[src/logic/ssw_pkg.sv]
// Function
// - Supply below threshold holds reset asserted: both outputs in dual variant, low output only with watchdog.
// - After supply recovers, hold reset 200 ms, then release.
// - External low on reset pin starts reset, with full release timeout.
// - Either edge of watchdog toggle input restarts the watchdog timer.
// - No toggle edge within 1.6 s asserts reset; host must toggle.
// - Aux low indicator low while aux sense below reference or rst is high, else high.
// - Memory writes inhibited while supply below threshold, including power-up.
// - Variant parameter: dual reset outputs no watchdog, or low output plus watchdog.
package ssw_pkg;
  // ==========================================================
  // Clock and timing
  localparam int unsigned CLK_HZ = 25_000_000;
  localparam int unsigned RELEASE_MS = 200;
  localparam int unsigned WDOG_MS = 1600;
  localparam int unsigned RELEASE_CYC = CLK_HZ / 1000 * RELEASE_MS;
  localparam int unsigned WDOG_CYC = CLK_HZ / 1000 * WDOG_MS;
  localparam int CNT_W = 32;
  // ==========================================================
  // Variants
  localparam bit VAR_DUAL = 1'b0;
  localparam bit VAR_WDOG = 1'b1;
  typedef enum logic [0:0] {SSW_HOLD, SSW_RUN} ssw_state_e;
endpackage

[src/logic/ssw_top.sv]
`timescale 1ns/1ps
module ssw_top
  import ssw_pkg::*;
#(
  parameter bit VARIANT = VAR_DUAL,
  parameter int unsigned RELEASE_LIMIT = RELEASE_CYC,
  parameter int unsigned WDOG_LIMIT = WDOG_CYC
) (
  input wire logic mclk, // 25 MHz clock
  input wire logic rst, // Sync reset, high
  input wire logic supply_low, // Main supply below threshold
  input wire logic aux_sense_in, // High while aux below reference
  input wire logic reset_n_in, // Sensed level of reset pin
  input wire logic watchdog_toggle_in, // Host toggle
  output logic reset_n_out, // Drive value of reset pin (0)
  output logic reset_n_oe, // Enable, low while pulling low
  output logic reset_hi, // Active-high reset output
  output logic aux_low_n, // Aux low indicator
  output logic write_inhibit // Memory write block
);
  // ==========================================================
  // Cause detection
  ssw_state_e state;
  logic [CNT_W-1:0] hold_cnt;
  logic wdi_prev;
  logic kick;
  logic wd_expired;
  logic ext_pull;
  logic cause;

  // Reset stands while holding or while a cause is live
  function automatic logic asserted_now(input ssw_state_e s, input logic c);
    return s == SSW_HOLD || c;
  endfunction

  // Own drive excluded so the pin does not latch itself low
  assign ext_pull = !reset_n_in && reset_n_oe;
  assign kick = (VARIANT == VAR_WDOG) && (watchdog_toggle_in != wdi_prev);
  assign cause = supply_low || ext_pull ||
                 ((VARIANT == VAR_WDOG) && wd_expired);

  always_ff @(posedge mclk) begin
    if (rst) begin
      wdi_prev <= 1'b0;
    end else begin
      wdi_prev <= watchdog_toggle_in;
    end
  end

  ssw_wdog #(.LIMIT(WDOG_LIMIT)) u_wdog (
    .mclk(mclk),
    .rst(rst),
    .enable((VARIANT == VAR_WDOG) && state == SSW_RUN),
    .kick(kick),
    .expired(wd_expired)
  );

  // ==========================================================
  // Reset sequencer
  always_ff @(posedge mclk) begin
    if (rst) begin
      state <= SSW_HOLD;
      hold_cnt <= '0;
    end else begin
      unique case (state)
        SSW_HOLD: begin
          if (cause) begin
            hold_cnt <= '0;
          end else if (hold_cnt == CNT_W'(RELEASE_LIMIT - 1)) begin
            state <= SSW_RUN;
            hold_cnt <= '0;
          end else begin
            hold_cnt <= hold_cnt + 1'b1;
          end
        end
        SSW_RUN: begin
          if (cause) begin
            state <= SSW_HOLD;
          end
        end
      endcase
    end
  end

  // ==========================================================
  // Outputs, all registered
  always_ff @(posedge mclk) begin
    if (rst) begin
      reset_n_out <= 1'b0;
      reset_n_oe <= 1'b0;
      // Watchdog variant has no high output, so it stays low even here
      reset_hi <= (VARIANT == VAR_DUAL);
    end else begin
      reset_n_out <= 1'b0;
      reset_n_oe <= !asserted_now(state, cause);
      // Variant without the high output keeps it parked low
      reset_hi <= (VARIANT == VAR_DUAL) && asserted_now(state, cause);
    end
  end

  always_ff @(posedge mclk) begin
    if (rst) begin
      aux_low_n <= 1'b0;
      write_inhibit <= 1'b1;
    end else begin
      aux_low_n <= !aux_sense_in;
      write_inhibit <= supply_low;
    end
  end
endmodule

[src/logic/ssw_wdog.sv]
`timescale 1ns/1ps
module ssw_wdog
  import ssw_pkg::*;
#(
  parameter int unsigned LIMIT = WDOG_CYC
) (
  input wire logic mclk, // Clock
  input wire logic rst, // Sync reset
  input wire logic enable, // Count allowed
  input wire logic kick, // Restart pulse
  output logic expired // One-cycle timeout pulse
);
  logic [CNT_W-1:0] count;

  always_ff @(posedge mclk) begin
    if (rst || !enable || kick) begin
      count <= '0;
      expired <= 1'b0;
    end else if (count == CNT_W'(LIMIT - 1)) begin
      count <= '0;
      expired <= 1'b1;
    end else begin
      count <= count + 1'b1;
      expired <= 1'b0;
    end
  end
endmodule

[config.mk]
export PLATFORM = sky130hd
export DESIGN_NAME = ssw_top
export DESIGN_NICKNAME = d
export VERILOG_FILES = /design/src/logic/ssw_pkg.sv /design/src/logic/ssw_top.sv /design/src/logic/ssw_wdog.sv
export SDC_FILE = /design/constraint.sdc
export NUM_CORES = 1
export LEC_CHECK = 0
export ABC_AREA = 1
export BUFFER_PORTS_ARGS = -buffer_cell sky130_fd_sc_hd__buf_2
export CORE_MARGIN = 4
export CORE_UTILIZATION = 48
export DETAILED_ROUTE_END_ITERATION = 16
export HOLD_SLACK_MARGIN = 0.08
export PLACE_DENSITY_LB_ADDON = 0.1
export SLEW_MARGIN = 15
export SYNTH_ARGS = -nofsm -noshare
export SYNTH_HDL_FRONTEND = slang
export SYNTH_SLANG_ARGS = --single-unit
[constraint.sdc]
create_clock -name mclk -period 1.67 [get_ports mclk]
set_input_delay 0.501 -clock mclk [delete_from_list [all_inputs] [get_ports mclk]]
set_output_delay 0.501 -clock mclk [all_outputs]
set_load 0.02 [all_outputs]
==> metrics <==
detailed placer's ending HPWL 4.00 mm; clk_lat worst skew 290 ps; fin nets a little under 400; PwrDens approximately 740 nW/µm²; WS Path Type flip-flop to flip-flop; Clock Sinks 37; die height 75.5 µm; r2r startpoint hold_cnt[1]; Yosys warning count 0; Hold Slack 362 ps; synthesized cell area 2190 µm²; Synth cell types 27; Rows 24; reg2reg end hold_cnt[13]; Routed Antenna Nets 0; # IOs 11; Routed WL about 5.3 mm; global-route wire length before repair a little under 9 mm; setup TNS 0 ps; vias 2,165; Area Overhead vs Synth 16.0%; largest net degree at the start of global routing 18; Synth Net Count roughly 370; Hold WC Path Type input pin to flip-flop; Initial Util 49.9%; max_cap viols 0; Final Wtd Congestion about 0.88; Cell Chain, Critical Path ha_4, nand2_1, nor2_2, nand2_2, inv_2, nand3_2, nor2_4, nor2_4, nor2_4, nor2_1; die width between 70 and 80 µm; CP top delay family simple AND/OR/NAND/NOR gates; Buf/Inv on CP 1; vias in the first global route 1,958; layout cell share with drive strength beyond 1 about an eighth; FF-to-FF setup slack 110 ps; drt first pass iters 4; number of buffers created by CTS 5; area of the multi-input gates 1300 µm²; syn_area_per_cell roughly 6 µm²; Final Hold Fails 0; Seq. cell area approximately 750 µm²; CTS Hold Bufs 0; LEAKAGE just over 1 nW; initial antenna violation count 0; Tmin final 1560 ps; Slew Viols, Final 0; Worst EP arrival 1740 ps; IO buf count 8; core area approximately 4400 µm²; Max H-tree Level 2; Tot Pwr 1.87 mW; clk root buf clkbuf_8; worst-case vdd ir drop 0.595 mV; # DRC 0; clk slew on worst S/H paths 80 ps; final instance area approximately 2500 µm²; Iter 0 DRT Violations ~160; Placed Area roughly 2300 µm²; most numerous cell on the critical path nor2_4; Synth Register Bits 37; Min-Delay Endpoint aux_low_n; Setup Skew around 3.3 ps; hold path depth 2; Die Area around 5700 µm²; RSZ-0062 raised after global routing no; routed vias/inst 4.91; R2R depth 10; slowest stage cell on the critical path dfxtp_4; sequential area share after synthesis between 30% and 40%; crit path capture type flip-flop; grt total ovfl 0; Critical Path Max Stage Delay 370 ps; hold path start aux_sense_in; antenna diode count 0; fin crit share 93.7%; CP Launch Type flip-flop; final setup violation count 0; Peak Freq approximately 640 MHz; Cells after Synth 365; pre-CTS worst setup slack 21.2 ps; Tot GR Track Use between 20% and 30%; Fillers 438; Max Root-Sink Buffers 2; TritonCTS clock tree yes; CP required around 1900 ps; mean routed wirelength per cell 12.1 µm; status complete, no violations; Setup WS post-layout 105 ps; critical-path maximum fanout 8
-- cell usage in the layout (no fill, tap or decap) --
master / synthesis / final
o21ai_0: 9 / 9
nand3b_1: 2 / 2
xnor2_1: 3 / 3
nand3_1: 29 / 27
dfxtp_1: 37 / 34
inv_2: 1 / 1
nor2_2: 4 / 5
dfxtp_2: 0 / 2
xor2_1: 9 / 9
o21ai_1: 1 / 1
dfxtp_4: 0 / 1
and3_1: 1 / 1
nor2_1: 75 / 73
nand2_1: 130 / 129
buf_2: 2 / 8
bufinv_16: 0 / 2
nor3_2: 0 / 1
nor2_8: 1 / 1
nor2_4: 2 / 4
a21oi_1: 3 / 3
ha_4: 0 / 1
o22ai_1: 2 / 2
buf_4: 1 / 12
inv_1: 41 / 41
clkinv_2: 0 / 1
nand2_2: 2 / 3
or2_2: 1 / 1
conb_1: 1 / 1
nand3_2: 0 / 2
nand4_1: 4 / 4
clkbuf_8: 0 / 5
-- stage by stage --
| step | util (%) | std cells |
|---|---|---|
| 2_1_floorplan | - | 365 |
| 3_3_place_gp | 53.1 | 430 |
| 3_5_place_dp | 53.1 | 430 |
| 4_1_cts | 56.2 | 438 |
| 5_1_grt | 57.8 | 441 |
| 6_report | 57.8 | 441 |
-- cells by family (layout without fill, tap and decap cells) --
family / after synthesis / after routing / share of synthesized area, %
simple gates: 252 / 253 / 48.1
buf+inv: 47 / 70 / 8.87
flops: 37 / 37 / 33.9
compound gates: 15 / 15 / 3.55
other cells: 1 / 1 / 0.172
xor+xnor: 12 / 12 / 4.81
fa+ha+maj: 1 / 1 / 0.572
-- per-layer routing --
metal / vias to the layer above / part of all wire [%] / GRT usage, %
li1: 1161 / - / -
met2: 41 / 45 / 32.9
met3: 9 / 4.4 / 4.49
met4: 0 / 2.3 / 6.99
met5: - / 0 / 0
met1: 954 / 48 / 27.5
-- how the worst max path moves through the flow --
stage                      start      endpoint  slack (ps)  depth (start not counted)
floorplan            hold_cnt[1]   hold_cnt[2]         180                         11
detailed placement   hold_cnt[1]   hold_cnt[3]          20                         10
global route        hold_cnt[11]  hold_cnt[30]           2                          9
CTS                  hold_cnt[1]   hold_cnt[3]          10                         10
global placement     hold_cnt[1]   hold_cnt[2]          50                         10
finish               hold_cnt[1]  hold_cnt[13]         110                         10
-- final cells by class --
cell class              instances  share of cell area (%)
flip-flops and latches         37                    29.5
clock inverters                 3                    2.57
repair buffers                 20                    5.13
clock buffers                   5                    2.71
multi-input cells             282                    51.4
inverters                      42                    6.22
well taps                      52                    2.57
-- state kept, by name, indices dropped and copies added (netlist names) --
name	flops
hold_cnt	32
aux_low_n	1
reset_hi	1
reset_n_oe	1
state	1
write_inhibit	1
-- where the power goes --
group	total, mW	leakage (nW)	internal, mW	switching (mW)
combinational	0.0567	0.639	0.0205	0.0362
clock	0.922	0.0681	0.593	0.329
sequential	0.891	0.300	0.887	0.00390
total	1.87	1.01	1.50	0.369
-- cells in the mapped netlist --
cell / number / area share [%]
a21oi_1: 3 / 0.69
and3_1: 1 / 0.29
buf_1: 1 / 0.17
buf_2: 2 / 0.46
buf_4: 1 / 0.34
buf_8: 1 / 0.69
conb_1: 1 / 0.17
dfxtp_1: 37 / 34
ha_1: 1 / 0.57
inv_1: 41 / 7.0
inv_2: 1 / 0.17
nand2_1: 130 / 22
nand2_2: 2 / 0.57
nand3_1: 29 / 6.6
nand3b_1: 2 / 0.69
nand4_1: 4 / 1.1
nor2_1: 75 / 13
nor2_2: 4 / 1.1
nor2_4: 2 / 1.0
nor2_8: 1 / 0.92
nor3_1: 1 / 0.23
o21ai_0: 9 / 2.1
o21ai_1: 1 / 0.23
o22ai_1: 2 / 0.57
or2_2: 1 / 0.29
xnor2_1: 3 / 1.2
xor2_1: 9 / 3.6
-- repair_timing --
item	CTS	global route
endpoints found under the hold margin	0	0
endpoints found under the setup margin	0	31
setup buffers	0	2
gates resized for setup	0	13
No activity file was read; power rests on OpenSTA's default activity.
